### src/pkg/mask_div_pkg.sv
package mask_div_pkg;

    // Register indices; byte address is four times the index
    localparam logic [7:0] IDX_MASK_MID  = 8'h44;
    localparam logic [7:0] IDX_MASK_HIGH = 8'h45;
    localparam logic [7:0] IDX_DIV_LOW   = 8'h46;
    localparam logic [7:0] IDX_DIV_HIGH  = 8'h47;
    localparam logic [7:0] IDX_STAT_MID  = 8'h60;
    localparam logic [7:0] IDX_STAT_HIGH = 8'h61;

    // Bit positions inside the mid and high bytes
    localparam int BIT_OP_MODE  = 7;
    localparam int BIT_MAIN_REF = 6;
    localparam int BIT_THIRD    = 0;
    localparam int BIT_FRAME    = 7;

    // Event vector order used by the sticky status bank
    localparam int EV_OP_MODE  = 0;
    localparam int EV_MAIN_REF = 1;
    localparam int EV_THIRD    = 2;
    localparam int EV_FRAME    = 3;
    localparam int EV_COUNT    = 4;

    // Reset values
    localparam logic [7:0] MASK_MID_RST  = 8'h00;
    localparam logic [7:0] MASK_HIGH_RST = 8'h00;
    localparam logic [7:0] DIV_LOW_RST   = 8'hFF;
    localparam logic [7:0] DIV_HIGH_RST  = 8'h3F;

    // Bits that hold state; all others read as zero
    localparam logic [7:0] MASK_MID_WMASK  = 8'hC1;
    localparam logic [7:0] MASK_HIGH_WMASK = 8'h80;
    localparam logic [7:0] DIV_LOW_WMASK   = 8'hFF;
    localparam logic [7:0] DIV_HIGH_WMASK  = 8'h3F;

    localparam int DIVN_W = 14;

    localparam logic [1:0] RESP_OKAY   = 2'h0;
    localparam logic [1:0] RESP_SLVERR = 2'h2;

endpackage

### src/core/sticky_status.sv
`timescale 1ns/100ps
module sticky_status #(
    parameter int N = 4
) (
    input  wire logic         clk_sys,
    input  wire logic         rst_n_sync,
    input  wire logic [N-1:0] event_in,
    input  wire logic [N-1:0] clear_in,
    output logic      [N-1:0] status
);
    logic [N-1:0] status_reg;
    logic [N-1:0] status_next;

    genvar gi;
    generate
        for (gi = 0; gi < N; gi++) begin : g_bit
            // A new event in the clearing cycle keeps the bit set
            always_comb begin
                status_next[gi] = event_in[gi] | (status_reg[gi] & ~clear_in[gi]);
            end
        end
    endgenerate

    always_ff @(posedge clk_sys or negedge rst_n_sync) begin
        if (!rst_n_sync) begin
            status_reg <= '0;
        end else begin
            status_reg <= status_next;
        end
    end

    assign status = status_reg;
endmodule

### src/core/axil_slave.sv
`timescale 1ns/100ps
module axil_slave #(
    parameter int ADDR_W = 10
) (
    input  wire logic              clk_sys,
    input  wire logic              rst_n_sync,
    input  wire logic [ADDR_W-1:0] s_axi_awaddr,
    input  wire logic              s_axi_awvalid,
    output logic                   s_axi_awready,
    input  wire logic [31:0]       s_axi_wdata,
    input  wire logic [3:0]        s_axi_wstrb,
    input  wire logic              s_axi_wvalid,
    output logic                   s_axi_wready,
    output logic [1:0]             s_axi_bresp,
    output logic                   s_axi_bvalid,
    input  wire logic              s_axi_bready,
    input  wire logic [ADDR_W-1:0] s_axi_araddr,
    input  wire logic              s_axi_arvalid,
    output logic                   s_axi_arready,
    output logic [31:0]            s_axi_rdata,
    output logic [1:0]             s_axi_rresp,
    output logic                   s_axi_rvalid,
    input  wire logic              s_axi_rready,
    output logic                   wr_en,
    output logic [7:0]             wr_index,
    output logic [31:0]            wr_data,
    output logic [3:0]             wr_strb,
    input  wire logic              wr_err,
    output logic [7:0]             rd_index,
    input  wire logic [31:0]       rd_data,
    input  wire logic              rd_err
);
    logic              aw_full_reg, aw_full_next;
    logic              w_full_reg, w_full_next;
    logic [ADDR_W-1:0] awaddr_reg, awaddr_next;
    logic [31:0]       wdata_reg, wdata_next;
    logic [3:0]        wstrb_reg, wstrb_next;
    logic              bvalid_reg, bvalid_next;
    logic [1:0]        bresp_reg, bresp_next;
    logic              rvalid_reg, rvalid_next;
    logic [31:0]       rdata_reg, rdata_next;
    logic [1:0]        rresp_reg, rresp_next;
    logic              awready_reg, wready_reg, arready_reg;
    logic              rd_take;

    localparam logic [1:0] RESP_SLVERR_L = 2'h2;

    always_comb begin
        aw_full_next = aw_full_reg;
        w_full_next  = w_full_reg;
        awaddr_next  = awaddr_reg;
        wdata_next   = wdata_reg;
        wstrb_next   = wstrb_reg;
        bvalid_next  = bvalid_reg;
        bresp_next   = bresp_reg;
        rvalid_next  = rvalid_reg;
        rdata_next   = rdata_reg;
        rresp_next   = rresp_reg;
        wr_en        = aw_full_reg && w_full_reg && !bvalid_reg;
        rd_take      = s_axi_arvalid && arready_reg;
        if (s_axi_awvalid && awready_reg) begin
            aw_full_next = 1'b1;
            awaddr_next  = s_axi_awaddr;
        end
        if (s_axi_wvalid && wready_reg) begin
            w_full_next = 1'b1;
            wdata_next  = s_axi_wdata;
            wstrb_next  = s_axi_wstrb;
        end
        if (bvalid_reg && s_axi_bready) begin
            bvalid_next = 1'b0;
        end
        if (wr_en) begin
            aw_full_next = 1'b0;
            w_full_next  = 1'b0;
            bvalid_next  = 1'b1;
            bresp_next   = wr_err ? RESP_SLVERR_L : 2'h0;
        end
        if (rvalid_reg && s_axi_rready) begin
            rvalid_next = 1'b0;
        end
        if (rd_take) begin
            rvalid_next = 1'b1;
            rdata_next  = rd_err ? 32'h0000_0000 : rd_data;
            rresp_next  = rd_err ? RESP_SLVERR_L : 2'h0;
        end
    end

    always_ff @(posedge clk_sys or negedge rst_n_sync) begin
        if (!rst_n_sync) begin
            aw_full_reg <= 1'b0;
            w_full_reg  <= 1'b0;
            awaddr_reg  <= '0;
            wdata_reg   <= 32'h0000_0000;
            wstrb_reg   <= 4'h0;
            bvalid_reg  <= 1'b0;
            bresp_reg   <= 2'h0;
            rvalid_reg  <= 1'b0;
            rdata_reg   <= 32'h0000_0000;
            rresp_reg   <= 2'h0;
            awready_reg <= 1'b0;
            wready_reg  <= 1'b0;
            arready_reg <= 1'b0;
        end else begin
            aw_full_reg <= aw_full_next;
            w_full_reg  <= w_full_next;
            awaddr_reg  <= awaddr_next;
            wdata_reg   <= wdata_next;
            wstrb_reg   <= wstrb_next;
            bvalid_reg  <= bvalid_next;
            bresp_reg   <= bresp_next;
            rvalid_reg  <= rvalid_next;
            rdata_reg   <= rdata_next;
            rresp_reg   <= rresp_next;
            awready_reg <= !aw_full_next;
            wready_reg  <= !w_full_next;
            arready_reg <= !rvalid_next;
        end
    end

    assign wr_index      = awaddr_reg[9:2];
    assign wr_data       = wdata_reg;
    assign wr_strb       = wstrb_reg;
    assign rd_index      = s_axi_araddr[9:2];
    assign s_axi_awready = awready_reg;
    assign s_axi_wready  = wready_reg;
    assign s_axi_bvalid  = bvalid_reg;
    assign s_axi_bresp   = bresp_reg;
    assign s_axi_arready = arready_reg;
    assign s_axi_rvalid  = rvalid_reg;
    assign s_axi_rdata   = rdata_reg;
    assign s_axi_rresp   = rresp_reg;
endmodule

### src/core/interrupt_mask_and_divider_regs.sv
`timescale 1ns/100ps
module interrupt_mask_and_divider_regs
    import mask_div_pkg::*;
#(
    parameter int ADDR_W = 10
) (
    input  wire logic                          clk_sys,
    input  wire logic                          rst_n,
    input  wire logic [ADDR_W-1:0]             s_axi_awaddr,
    input  wire logic                          s_axi_awvalid,
    output logic                               s_axi_awready,
    input  wire logic [31:0]                   s_axi_wdata,
    input  wire logic [3:0]                    s_axi_wstrb,
    input  wire logic                          s_axi_wvalid,
    output logic                               s_axi_wready,
    output logic [1:0]                         s_axi_bresp,
    output logic                               s_axi_bvalid,
    input  wire logic                          s_axi_bready,
    input  wire logic [ADDR_W-1:0]             s_axi_araddr,
    input  wire logic                          s_axi_arvalid,
    output logic                               s_axi_arready,
    output logic [31:0]                        s_axi_rdata,
    output logic [1:0]                         s_axi_rresp,
    output logic                               s_axi_rvalid,
    input  wire logic                          s_axi_rready,
    input  wire logic                          op_mode_change,
    input  wire logic                          main_ref_failed,
    input  wire logic                          third_clock_input,
    input  wire logic                          frame_pulse_input_alarm,
    output logic [mask_div_pkg::DIVN_W-1:0]    divn_value,
    output logic                               irq
);
    import mask_div_pkg::*;

    // Reset release through two flops; assertion is still immediate
    logic rst_meta_reg;
    logic rst_n_sync;

    always_ff @(posedge clk_sys or negedge rst_n) begin
        if (!rst_n) begin
            rst_meta_reg <= 1'b0;
            rst_n_sync   <= 1'b0;
        end else begin
            rst_meta_reg <= 1'b1;
            rst_n_sync   <= rst_meta_reg;
        end
    end

    logic        wr_en;
    logic [7:0]  wr_index;
    logic [31:0] wr_data;
    logic [3:0]  wr_strb;
    logic        wr_err;
    logic [7:0]  rd_index;
    logic [31:0] rd_data;
    logic        rd_err;

    axil_slave #(
        .ADDR_W (ADDR_W)
    ) u_bus (
        .clk_sys       (clk_sys),
        .rst_n_sync    (rst_n_sync),
        .s_axi_awaddr  (s_axi_awaddr),
        .s_axi_awvalid (s_axi_awvalid),
        .s_axi_awready (s_axi_awready),
        .s_axi_wdata   (s_axi_wdata),
        .s_axi_wstrb   (s_axi_wstrb),
        .s_axi_wvalid  (s_axi_wvalid),
        .s_axi_wready  (s_axi_wready),
        .s_axi_bresp   (s_axi_bresp),
        .s_axi_bvalid  (s_axi_bvalid),
        .s_axi_bready  (s_axi_bready),
        .s_axi_araddr  (s_axi_araddr),
        .s_axi_arvalid (s_axi_arvalid),
        .s_axi_arready (s_axi_arready),
        .s_axi_rdata   (s_axi_rdata),
        .s_axi_rresp   (s_axi_rresp),
        .s_axi_rvalid  (s_axi_rvalid),
        .s_axi_rready  (s_axi_rready),
        .wr_en         (wr_en),
        .wr_index      (wr_index),
        .wr_data       (wr_data),
        .wr_strb       (wr_strb),
        .wr_err        (wr_err),
        .rd_index      (rd_index),
        .rd_data       (rd_data),
        .rd_err        (rd_err)
    );

    logic [7:0] mask_mid_reg, mask_mid_next;
    logic [7:0] mask_high_reg, mask_high_next;
    logic [7:0] div_low_reg, div_low_next;
    logic [7:0] div_high_reg, div_high_next;
    logic       irq_reg, irq_next;

    logic [EV_COUNT-1:0] ev_vec;
    logic [EV_COUNT-1:0] clr_vec;
    logic [EV_COUNT-1:0] stat_vec;
    logic [EV_COUNT-1:0] mask_vec;
    logic [7:0]          stat_mid;
    logic [7:0]          stat_high;
    logic                wr_low;

    assign ev_vec[EV_OP_MODE]  = op_mode_change;
    assign ev_vec[EV_MAIN_REF] = main_ref_failed;
    assign ev_vec[EV_THIRD]    = third_clock_input;
    assign ev_vec[EV_FRAME]    = frame_pulse_input_alarm;

    sticky_status #(
        .N (EV_COUNT)
    ) u_status (
        .clk_sys    (clk_sys),
        .rst_n_sync (rst_n_sync),
        .event_in   (ev_vec),
        .clear_in   (clr_vec),
        .status     (stat_vec)
    );

    // Status bytes share the layout of the mask bytes
    always_comb begin
        stat_mid               = 8'h00;
        stat_high              = 8'h00;
        stat_mid[BIT_OP_MODE]  = stat_vec[EV_OP_MODE];
        stat_mid[BIT_MAIN_REF] = stat_vec[EV_MAIN_REF];
        stat_mid[BIT_THIRD]    = stat_vec[EV_THIRD];
        stat_high[BIT_FRAME]   = stat_vec[EV_FRAME];
    end

    always_comb begin
        mask_vec[EV_OP_MODE]  = mask_mid_reg[BIT_OP_MODE];
        mask_vec[EV_MAIN_REF] = mask_mid_reg[BIT_MAIN_REF];
        mask_vec[EV_THIRD]    = mask_mid_reg[BIT_THIRD];
        mask_vec[EV_FRAME]    = mask_high_reg[BIT_FRAME];
    end

    // Only byte lane 0 carries register data; other lanes are ignored
    assign wr_low = wr_en && wr_strb[0];

    always_comb begin
        clr_vec = '0;
        if (wr_low && wr_index == IDX_STAT_MID) begin
            clr_vec[EV_OP_MODE]  = wr_data[BIT_OP_MODE];
            clr_vec[EV_MAIN_REF] = wr_data[BIT_MAIN_REF];
            clr_vec[EV_THIRD]    = wr_data[BIT_THIRD];
        end
        if (wr_low && wr_index == IDX_STAT_HIGH) begin
            clr_vec[EV_FRAME] = wr_data[BIT_FRAME];
        end
    end

    always_comb begin
        mask_mid_next  = mask_mid_reg;
        mask_high_next = mask_high_reg;
        div_low_next   = div_low_reg;
        div_high_next  = div_high_reg;
        if (wr_low) begin
            unique case (wr_index)
                IDX_MASK_MID:  mask_mid_next  = wr_data[7:0] & MASK_MID_WMASK;
                IDX_MASK_HIGH: mask_high_next = wr_data[7:0] & MASK_HIGH_WMASK;
                IDX_DIV_LOW:   div_low_next   = wr_data[7:0] & DIV_LOW_WMASK;
                IDX_DIV_HIGH:  div_high_next  = wr_data[7:0] & DIV_HIGH_WMASK;
                default: ;
            endcase
        end
    end

    always_comb begin
        unique case (wr_index)
            IDX_MASK_MID, IDX_MASK_HIGH, IDX_DIV_LOW, IDX_DIV_HIGH,
            IDX_STAT_MID, IDX_STAT_HIGH: wr_err = 1'b0;
            default:                     wr_err = 1'b1;
        endcase
    end

    always_comb begin
        rd_err  = 1'b0;
        rd_data = 32'h0000_0000;
        unique case (rd_index)
            IDX_MASK_MID:  rd_data[7:0] = mask_mid_reg;
            IDX_MASK_HIGH: rd_data[7:0] = mask_high_reg;
            IDX_DIV_LOW:   rd_data[7:0] = div_low_reg;
            IDX_DIV_HIGH:  rd_data[7:0] = div_high_reg;
            IDX_STAT_MID:  rd_data[7:0] = stat_mid;
            IDX_STAT_HIGH: rd_data[7:0] = stat_high;
            default:       rd_err       = 1'b1;
        endcase
    end

    // Registered from the held status so the pin is glitch free
    always_comb begin
        irq_next = |(stat_vec & mask_vec);
    end

    always_ff @(posedge clk_sys or negedge rst_n_sync) begin
        if (!rst_n_sync) begin
            mask_mid_reg  <= MASK_MID_RST;
            mask_high_reg <= MASK_HIGH_RST;
            div_low_reg   <= DIV_LOW_RST;
            div_high_reg  <= DIV_HIGH_RST;
            irq_reg       <= 1'b0;
        end else begin
            mask_mid_reg  <= mask_mid_next;
            mask_high_reg <= mask_high_next;
            div_low_reg   <= div_low_next;
            div_high_reg  <= div_high_next;
            irq_reg       <= irq_next;
        end
    end

    assign divn_value = {div_high_reg[5:0], div_low_reg};
    assign irq        = irq_reg;
endmodule

### config.mk
export PLATFORM = sky130hd
export DESIGN_NAME = interrupt_mask_and_divider_regs
export DESIGN_NICKNAME = d
export VERILOG_FILES = /design/src/pkg/mask_div_pkg.sv /design/src/core/sticky_status.sv /design/src/core/axil_slave.sv /design/src/core/interrupt_mask_and_divider_regs.sv
export SDC_FILE = /design/constraint.sdc
export NUM_CORES = 1
export LEC_CHECK = 0
export BUFFER_PORTS_ARGS = -buffer_cell sky130_fd_sc_hd__buf_2
export CORE_ASPECT_RATIO = 0.75
export CORE_MARGIN = 2
export CORE_UTILIZATION = 47
export CTS_CLUSTER_DIAMETER = 40
export DETAILED_ROUTE_END_ITERATION = 10
export GPL_ROUTABILITY_DRIVEN = 0
export PLACE_DENSITY_LB_ADDON = 0.3
export SYNTH_ARGS = -nofsm -noshare
export SYNTH_HDL_FRONTEND = slang
export SYNTH_SLANG_ARGS = --single-unit
### constraint.sdc
create_clock -name clk_sys -period 2.05 [get_ports clk_sys]
set_input_delay 0.1025 -clock clk_sys [delete_from_list [all_inputs] [get_ports clk_sys]]
set_output_delay 0.1025 -clock clk_sys [all_outputs]
set_load 0.02 [all_outputs]
==> load_flow_metrics.sql, run 1 <==
INSERT INTO impl_metrics (metric_group, metric, value, unit) VALUES
('run_status', 'status', 'completed', ''),
('detailed_routing', 'drtIter0Drc', '36', ''),
('floorplan', 'design.portCount', '123', ''),
('sta', 'maxSlewViolCount', '0', ''),
('power_and_ir_drop', 'ir_drop', '0.0006479', 'V'),
('logic_synthesis', 'synth_area_leader_cell', 'dfrtp_1', ''),
('setup_path', 'crit-reg2reg-capture', 'mask_mid_reg[7]', ''),
('sta', 'timing.setup.tns', '0', 'ns'),
('logic_synthesis', 'ys_seq_area_frac', '0.5543', ''),
('cts', 'clock_sink_count', '59', ''),
('logic_synthesis', 'synth.lib_cells_used.distinct', '40', ''),
('grt', 'grt_start_max_net_pins', '34', ''),
('sta', 'final.period_utilization', '0.9255', ''),
('floorplan', 'floorplan.die.height', '69.58', 'um'),
('setup_path', 'cells_along_the_critical_path', 'nor4b_2 > and3_1 > and4bb_2 > mux2_2', ''),
('layout', 'final_nets', '365', ''),
('setup_path', 'critPathArrivalTime', '2.11', 'ns'),
('placement', 'placement.io_buffers', '65', ''),
('cts', 'max-clock-path-buffers', '2', ''),
('grt', 'grt.overflow.total', '0', ''),
('min_path', 'hold_sp', 's_axi_wdata[0]', ''),
('sta', 'timing_hold_violations_final', '0', ''),
('logic_synthesis', 'ys_ff_latch', '59', ''),
('sta', 'finalSetupViolCount', '0', ''),
('grt', 'grt_first_pass_wirelength', '8493', 'um'),
('logic_synthesis', 'post_synth.cell_area_avg', '13.21', 'sq um'),
('min_path', 'hp-class', 'input port to flip-flop', ''),
('sta', 'worst_pin_slew', '0.5746', 'ns'),
('floorplan', 'rows', '23', ''),
('logic_synthesis', 'syn_area', '2695', 'sq um'),
('cts', 'clock_tree_from_tritoncts', 'yes', ''),
('detailed_routing', 'wl_per_cell', '13.64', 'um'),
('cts', 'clockRootBuffer', 'clkbuf_8', ''),
('power_and_ir_drop', 'power.density', '1046', 'nW/um^2'),
('sta', 'period_needed', '1.897', 'ns'),
('layout', 'layout.cells.most_common_list', 'buf_2 (65), dfrtp_1 (44), mux2_2 (31)', ''),
('detailed_routing', 'remaining_drc_errors', '0', ''),
('layout', 'flow.area_growth_from_synthesis', '27.72', '%'),
('logic_synthesis', 'post_synth_inst_count', '204', ''),
('setup_path', 'r2r_cells', '4', ''),
('setup_path', 'setup.worst_path.class', 'flip-flop to flip-flop', ''),
('layout', 'n_fill_cell', '457', ''),
('placement', 'place_ws', '0.1676', 'ns'),
('layout', 'drive_gt1_frac', '0.4653', ''),
('detailed_routing', 'detailedRoute.firstPassIterationCount', '4', ''),
('setup_path', 'delay_heaviest_family_cp', 'simple AND/OR/NAND/NOR gates', ''),
('detailed_routing', 'vias', '1774', ''),
('detailed_routing', 'routed_wl', '5155', 'um'),
('setup_path', 'reg2reg_setup_slack', '0.15', 'ns'),
('floorplan', 'fp.dieArea', '6362', 'sq um'),
('sta', 'fmax', '527.1', 'MHz'),
('cts', 'clk_latency', '0.33', 'ns'),
('grt', 'number_of_global_route_vias_before_repair', '1799', ''),
('logic_synthesis', 'top_cells_by_area_in_the_synthesized_netlist', 'dfrtp_1 (42%), dfstp_2 (14%), mux2_2 (13%), buf_4 (7.2%), mux2_4 (3.3%)', ''),
('placement', 'detailedPlacementHpwl', '3588', 'um'),
('floorplan', 'core_area', '5439', 'sq um'),
('min_path', 'min_to', 'u_bus.wr_data[0]', ''),
('grt', 'grt_usage', '0.1727', ''),
('detailed_routing', 'drtAntennaViolNets', '0', ''),
('sta', 'post-route-worst-setup-slack', '0.1527', 'ns'),
('setup_path', 'path_max_fanout', '8', ''),
('logic_synthesis', 'synthArstFlopShare', '1.000', ''),
('logic_synthesis', 'synth.yosys.warnings', '0', ''),
('setup_path', 'worst-endpoint-required', '2.26', 'ns'),
('logic_synthesis', 'post_synth_edffs', '0', ''),
('setup_path', 'rr_startpoint', 'u_bus.awaddr_reg[5]', ''),
('cts', 'htree_num_levels', '3', ''),
('detailed_routing', 'route.detailed.vias_per_inst', '4.693', ''),
('floorplan', 'dieWidth', '91.44', 'um'),
('layout', 'antenna_cells_inserted', '0', ''),
('cts', 'tritoncts.num_buffers', '9', '');
[timing repair]
item / in CTS / in global routing
gates resized for setup: 0 / 0
hold endpoints to repair: 24 / 0
hold buffers: 23 / 0
[metrics by stage]
stage	util	std cells	power [uW]	hold WS [ns]	instance area [sq um]
after floorplan	-	229	2288	-0.1931	2789
after global placement	0.5514	339	2468	-0.1121	2999
after detailed placement	0.5514	339	2497	-0.1112	2999
after CTS	0.6329	378	3648	0.003755	3442
after global routing	0.6329	378	3813	0.007811	3442
final	0.6329	378	3602	0.01712	3442
[where the power goes]
part | switching, uW | internal, uW
clock network | 439 | 656
logic | 395 | 405
registers | 237 | 1470
[cell usage after synthesis, types with 2 or more instances]
cell,count
a22oi_1,2
o31ai_1,2
a21o_1,4
a32oi_1,2
o21ai_0,11
dfstp_2,14
buf_4,26
a21oi_1,2
nand2_1,12
and2_1,2
mux2_4,6
inv_1,5
mux2i_1,7
nor2_1,2
dfrtp_1,45
clkbuf_1,3
mux2_2,31
nand4b_1,4
conb_1,2
and3b_1,2
[how the worst max path moves through the flow]
| stage | to | startpoint | cells past startpoint |
|---|---|---|---|
| 3_5_place_dp | mask_mid_reg[7] | u_bus.awaddr_reg[5] | 4 |
| 6_report | mask_mid_reg[7] | u_bus.awaddr_reg[5] | 4 |
| 5_1_grt | mask_mid_reg[7] | u_bus.awaddr_reg[5] | 4 |
| 3_3_place_gp | mask_mid_reg[0] | u_bus.awaddr_reg[5] | 4 |
| 2_1_floorplan | irq | rst_n_sync | 0 |
| 4_1_cts | mask_mid_reg[7] | u_bus.awaddr_reg[5] | 4 |
[final cells by class]
type | count | area (sq um) | share of cell area
Clock inverter | 4 | 47.55 | 0.01381
Inverter | 5 | 18.77 | 0.005453
Multi-Input combinational cell | 133 | 1039 | 0.3017
Clock buffer | 12 | 165.2 | 0.04798
Timing Repair Buffer | 90 | 583.1 | 0.1694
Sequential cell | 59 | 1495 | 0.4344
Tap cell | 75 | 93.84 | 0.02726
[routing by layer]
layer	share of wire	GRT usage	vias up
li1	-	-	863
met1	0.45	0.2031	856
met2	0.49	0.2949	52
met3	0.055	0.07500	3
met4	0.0048	0.03535	0
met5	0	0	-
[kinds of logic (layout without fill, tap and decap cells)]
group | count (synthesis) | after routing | share of synthesized area
mux | 44 | 44 | 0.1890
buf+inv | 37 | 111 | 0.09517
simple gates | 35 | 35 | 0.09331
other cells | 2 | 27 | 0.002787
flops | 59 | 59 | 0.5543
compound gates | 27 | 27 | 0.06546
Note: power is estimated with default switching activity, not from simulation.
==> inputs of run 2 (changes only) <==
CORE_UTILIZATION = 50   (was 47)
clock period = 2.3 ns   (was 2.05 ns; I/O delays follow)
==> run 2 against run 1 <==
Compared with the run above: non-clock buffer count shrank 10; count of clock-buffer cells in the layout shrank 1; setup slack gained 0.25 ns; first-iteration DRC count grew 17%; sequential share of layout area grew 1.7 points; combinational power shrank 12%; largest power group unchanged.
==> load_flow_metrics.sql, run 2 (synthesis gave the netlist of run 1 again) <==
INSERT INTO impl_metrics (metric_group, metric, value, unit) VALUES
('layout', 'flow.area_growth_from_synthesis', '22.93', '%'),
('sta', 'finalSetupViolCount', '0', ''),
('detailed_routing', 'wl_per_cell', '13.60', 'um'),
('sta', 'timing.clock.skew', '0.007068', 'ns'),
('placement', 'detailedPlacementHpwl', '3500', 'um'),
('run_status', 'status', 'completed', ''),
('setup_path', 'path_max_fanout', '8', ''),
('layout', 'layout.cells.most_common_list', 'buf_2 (65), dfrtp_1 (44), mux2_2 (31)', ''),
('sta', 'fmax', '526.7', 'MHz'),
('cts', 'tritoncts.num_buffers', '9', ''),
('layout', 'multi_input_comb_area', '1039', 'sq um'),
('grt', 'grt_usage', '0.1785', ''),
('grt', 'number_of_global_route_vias_before_repair', '1604', ''),
('floorplan', 'core_area', '5266', 'sq um'),
('layout', 'final_common_cell', 'buf_2', ''),
('power_and_ir_drop', 'leakagePower', '0.001596', 'uW'),
('sta', 'maxSlewViolCount', '0', ''),
('floorplan', 'floorplan.die.height', '67.58', 'um'),
('sta', 'unrepaired_setup_endpoints_after_global_routing', 'false', ''),
('grt', 'grt_first_pass_wirelength', '7728', 'um'),
('cts', 'post_cts_resize_count', '0', ''),
('cts', 'clk_transition_reported_paths', '0.06', 'ns'),
('setup_path', 'rr_startpoint', 'u_bus.awaddr_reg[5]', ''),
('floorplan', 'design.portCount', '123', ''),
('floorplan', 'initial_utilization', '0.5118', ''),
('sta', 'final.period_utilization', '0.8254', ''),
('placement', 'placement.io_buffers', '65', ''),
('power_and_ir_drop', 'ir_drop', '0.0006231', 'V'),
('setup_path', 'setup.worst_path.class', 'flip-flop to flip-flop', ''),
('floorplan', 'dieWidth', '88.78', 'um'),
('cts', 'clock_sink_count', '59', ''),
('min_path', 'hp-class', 'input port to flip-flop', ''),
('min_path', 'hold-path-cell-count', '2', ''),
('cts', 'max-clock-path-buffers', '2', ''),
('layout', 'final_nets', '355', ''),
('layout', 'flip_flop_and_latch_area', '1495', 'sq um'),
('detailed_routing', 'detailedRoute.firstPassIterationCount', '4', ''),
('detailed_routing', 'drtIter0Drc', '42', ''),
('min_path', 'hold_sp', 's_axi_awaddr[9]', ''),
('setup_path', 'critPathArrivalTime', '2.11', 'ns'),
('cts', 'clockRootBuffer', 'clkbuf_8', ''),
('setup_path', 'crit-reg2reg-capture', 'mask_mid_reg[6]', ''),
('grt', 'grt.overflow.total', '0', ''),
('power_and_ir_drop', 'power.density', '945.8', 'nW/um^2'),
('flow_run', 'max_cap_viol_count', '0', ''),
('detailed_routing', 'vias', '1723', ''),
('grt', 'antenna_found_initial', '0', ''),
('power_and_ir_drop', 'post-layout-total-power', '3134', 'uW'),
('layout', 'drive_gt1_frac', '0.4744', ''),
('setup_path', 'r2r_cells', '4', ''),
('detailed_routing', 'routed_wl', '5006', 'um'),
('detailed_routing', 'drtAntennaViolNets', '0', ''),
('cts', 'clock_tree_from_tritoncts', 'yes', ''),
('sta', 'worst_pin_slew', '0.6999', 'ns'),
('cts', 'clk_latency', '0.33', 'ns'),
('sta', 'timing.setup.tns', '0', 'ns'),
('detailed_routing', 'route.detailed.vias_per_inst', '4.682', ''),
('setup_path', 'worst-endpoint-required', '2.51', 'ns'),
('setup_path', 'crit_path_end_kind', 'flip-flop', ''),
('setup_path', 'startpoint', 'u_bus.awaddr_reg[5]', ''),
('setup_path', 'reg2reg_setup_slack', '0.40', 'ns'),
('layout', 'n_fill_cell', '454', ''),
('floorplan', 'rows', '23', ''),
('sta', 'period_needed', '1.898', 'ns'),
('layout', 'antenna_cells_inserted', '0', ''),
('detailed_routing', 'remaining_drc_errors', '0', ''),
('floorplan', 'fp.dieArea', '5999', 'sq um'),
('cts', 'htree_num_levels', '3', ''),
('sta', 'timing_hold_violations_final', '0', ''),
('min_path', 'min_to', 'u_bus.awaddr_reg[9]', ''),
('sta', 'maxSlewHeadroom', '0.5334', ''),
('setup_path', 'critical_path.startpoint_type', 'flip-flop', ''),
('grt', 'grt_start_max_net_pins', '58', '');
==> run 2: per-stage QoR <==
stage | cell area, sq um | hold slack (ns) | util | std cells | setup slack (ns)
CTS | 3303 | 0.00004011 | 0.6272 | 367 | 0.3955
detailed placement | 2979 | -0.09811 | 0.5657 | 338 | 0.4236
global placement | 2979 | -0.09910 | 0.5657 | 338 | 0.4447
finish | 3313 | 0.01626 | 0.6291 | 368 | 0.4016
global route | 3313 | 0.006644 | 0.6291 | 368 | 0.3104
floorplan | 2789 | -0.1806 | - | 229 | 0.5602
==> run 2: per-layer routing <==
layer	vias up	routed length [um]	GRT usage
met1	822	2291	0.2268
li1	838	-	-
met3	8	369	0.08191
met5	-	0	0
met2	55	2289	0.2761
met4	0	57	0.05114
==> run 2: timing repair <==
| item | 4_1_cts | 5_1_grt |
|---|---|---|
| hold endpoints to repair | 14 | 1 |
| hold buffers | 13 | 1 |
| buffers inserted | 0 | 0 |
==> run 2: worst max path at each step <==
stage                           end  slack, ns
global placement    mask_mid_reg[0]       0.44
global route        mask_mid_reg[6]       0.31
finish              mask_mid_reg[6]       0.40
CTS                 mask_mid_reg[6]       0.40
floorplan                       irq       0.56
detailed placement  mask_mid_reg[7]       0.42
==> run 2: final cells by class <==
cell class / count / share of cell area
Clock buffer: 11 / 0.04267
Sequential cell: 59 / 0.4513
Clock inverter: 5 / 0.01586
Inverter: 5 / 0.005665
Tap cell: 75 / 0.02832
Multi-Input combinational cell: 133 / 0.3134
Timing Repair Buffer: 80 / 0.1427
==> run 2: where the power goes <==
group          switching (uW)  internal, uW  total [uW]  leakage (uW)
sequential                208          1310        1520      0.000685
clock                     387           524         911     0.0000991
combinational             358           346         704      0.000812
total                     954          2180        3130       0.00160
==> run 2: critical path, cell delays in order, from the launching register on <==
cell,delay [ns]
dfrtp_1,0.39
nor4b_2,0.32
and3_1,0.38
and4bb_2,0.34
mux2_2,0.36
==> inputs of run 3 (changes only) <==
CORE_UTILIZATION = 42   (was 50)
clock period = 1.7 ns   (was 2.3 ns; I/O delays follow)
==> run 3 against run 2 <==
Compared with the run above: critical path depth did not move; largest cell class unchanged; clock power rose by 73%; flip-flop and latch count unchanged; critical path type unchanged; via count grew 7.4%; design area up 8.0%.
==> load_flow_metrics.sql, run 3 (synthesis gave the netlist of run 1 again) <==
INSERT INTO impl_metrics (metric_group, metric, value, unit) VALUES
('layout', 'drive_gt1_frac', '0.4791', ''),
('placement', 'detailedPlacementHpwl', '3591', 'um'),
('detailed_routing', 'drtAntennaViolNets', '0', ''),
('floorplan', 'floorplan.die.height', '73.38', 'um'),
('layout', 'final_area', '3580', 'sq um'),
('power_and_ir_drop', 'leakagePower', '0.001716', 'uW'),
('detailed_routing', 'wl_per_cell', '13.48', 'um'),
('power_and_ir_drop', 'ir_drop', '0.0007966', 'V'),
('setup_path', 'crit_slowest_cell', 'dfrtp_1', ''),
('floorplan', 'design.portCount', '123', ''),
('flow_run', 'max_cap_viol_count', '0', ''),
('cts', 'clock_sink_count', '59', ''),
('layout', 'final_common_cell', 'buf_2', ''),
('layout', 'antenna_cells_inserted', '0', ''),
('detailed_routing', 'routed_wl', '5286', 'um'),
('sta', 'period_needed', '1.689', 'ns'),
('floorplan', 'fp.dieArea', '7080', 'sq um'),
('sta', 'unrepaired_setup_endpoints_after_global_routing', 'true', ''),
('setup_path', 'path_max_fanout', '3', ''),
('placement', 'place_area', '3037', 'sq um'),
('cts', 'clk_transition_reported_paths', '0.07', 'ns'),
('sta', 'timing.clock.skew', '0.008355', 'ns'),
('grt', 'grt.overflow.total', '0', ''),
('sta', 'final.period_utilization', '0.9933', ''),
('setup_path', 'cells_along_the_critical_path', 'nor4b_4 > and3_4 > and4bb_2 > mux2_4', ''),
('layout', 'flow.area_growth_from_synthesis', '32.82', '%'),
('placement', 'placement.io_buffers', '65', ''),
('grt', 'grt_usage', '0.1652', ''),
('grt', 'antenna_found_initial', '0', ''),
('sta', 'finalSetupViolCount', '0', ''),
('cts', 'clock_tree_from_tritoncts', 'yes', ''),
('setup_path', 'crit_path_end_kind', 'flip-flop', ''),
('grt', 'grt_first_pass_wirelength', '8645', 'um'),
('detailed_routing', 'remaining_drc_errors', '0', ''),
('power_and_ir_drop', 'power.density', '1311', 'nW/um^2'),
('cts', 'clockRootBuffer', 'clkbuf_8', ''),
('setup_path', 'critPathArrivalTime', '1.91', 'ns'),
('sta', 'timing_hold_violations_final', '0', ''),
('layout', 'stdcell_count', '392', ''),
('floorplan', 'initial_utilization', '0.4308', ''),
('setup_path', 'worst-endpoint-required', '1.92', 'ns'),
('setup_path', 'setup.worst_path.class', 'flip-flop to flip-flop', ''),
('sta', 'maxSlewViolCount', '0', ''),
('cts', 'htree_num_levels', '3', ''),
('detailed_routing', 'drtIter0Drc', '35', ''),
('cts', 'clk_latency', '0.34', 'ns'),
('floorplan', 'rows', '25', ''),
('floorplan', 'dieWidth', '96.50', 'um'),
('grt', 'grt_start_max_net_pins', '58', ''),
('layout', 'post-route-util', '0.5722', ''),
('layout', 'layout.cells.most_common_list', 'buf_2 (65), dfrtp_1 (44), mux2_2 (27), conb_1 (27), dlygate4sd3_1 (24)', ''),
('detailed_routing', 'vias', '1851', ''),
('floorplan', 'core_area', '6256', 'sq um'),
('layout', 'final_nets', '373', ''),
('setup_path', 'critical_path.startpoint_type', 'flip-flop', ''),
('sta', 'fmax', '592.2', 'MHz'),
('setup_path', 'largest_stage_delay_on_the_critical_path', '0.41', 'ns'),
('detailed_routing', 'detailedRoute.firstPassIterationCount', '4', ''),
('grt', 'number_of_global_route_vias_before_repair', '1845', ''),
('run_status', 'status', 'completed', ''),
('min_path', 'hp-class', 'input port to asynchronous set/reset pin', ''),
('detailed_routing', 'route.detailed.vias_per_inst', '4.722', ''),
('cts', 'max-clock-path-buffers', '2', ''),
('placement', 'place.detailed.instances', '349', ''),
('cts', 'tritoncts.num_buffers', '9', '');
-- run 3: cell types whose count changed in the layout (fill, tap and decap cells not counted), sizes merged --
cell	before	now
dlygate4sd3	14	24
buf	66	74
bufinv	1	3
clkbuf	11	9
clkinv	3	1
inv	5	7
-- run 3: repair_timing --
action / CTS / global route
buffers inserted: 1 / 2
endpoints found under the setup margin: 15 / 22
pin swaps: 2 / 2
hold endpoints to repair: 26 / 0
gates resized for setup: 3 / 4
hold buffers: 24 / 0
-- run 3: cell type report --
type,count,area [sq um]
Clock buffer,9,123.9
Timing Repair Buffer,98,649.4
Multi-Input combinational cell,133,1067
Fill cell,554,2676
Clock inverter,7,123.9
Inverter,5,18.77
Tap cell,81,101.3
Sequential cell,59,1495
-- run 3: power breakdown --
group,internal (uW),switching (uW),leakage (uW),total [uW]
Sequential,1770,298,0.000685,2070
Clock,985,594,0.000120,1580
Combinational,545,498,0.000910,1040
Total,3300,1390,0.00172,4690
-- run 3: worst paths after layout --
kind | from | endpoint | cells past startpoint | slack (ns)
max | u_bus.awaddr_reg[9] | mask_mid_reg[6] | 4 | 0.01
min | rst_n | rst_n_sync | 2 | 0.05
max reg2reg | u_bus.awaddr_reg[9] | mask_mid_reg[6] | 4 | 0.01
min reg2reg | rst_n_sync | u_bus.awaddr_reg[4] | 1 | 0.26
max in group asynchronous | rst_n_sync | div_high_reg[0] | 1 | 1.12
min in group clk_sys | s_axi_araddr[9] | u_bus.s_axi_rdata[6] | 3 | 0.06
-- run 3: metrics by stage --
step	power, uW	setup TNS (ns)	setup slack (ns)	hold slack [ns]
floorplan	2759	0	0.004511	-0.2106
global placement	3015	0	0.02776	-0.1298
detailed placement	3052	-0.1058	-0.02096	-0.1293
CTS	4710	-0.09402	-0.02278	0.02704
global route	4965	-0.7564	-0.07436	0.06197
finish	4692	0	0.01147	0.04996
-- run 3: critical path: cells and delay by family (launching register included) --
kind             cells  cell delay (ns)
DFF                  1             0.41
and+or+nand+nor      3             0.85
muxes                1             0.31
-- run 3: metal layers --
layer	track usage	share of wire	vias to the layer above
li1	-	-	884
met1	0.2052	0.45	890
met2	0.2639	0.46	68
met3	0.05744	0.073	9
met4	0.06886	0.013	0
met5	0	0	-
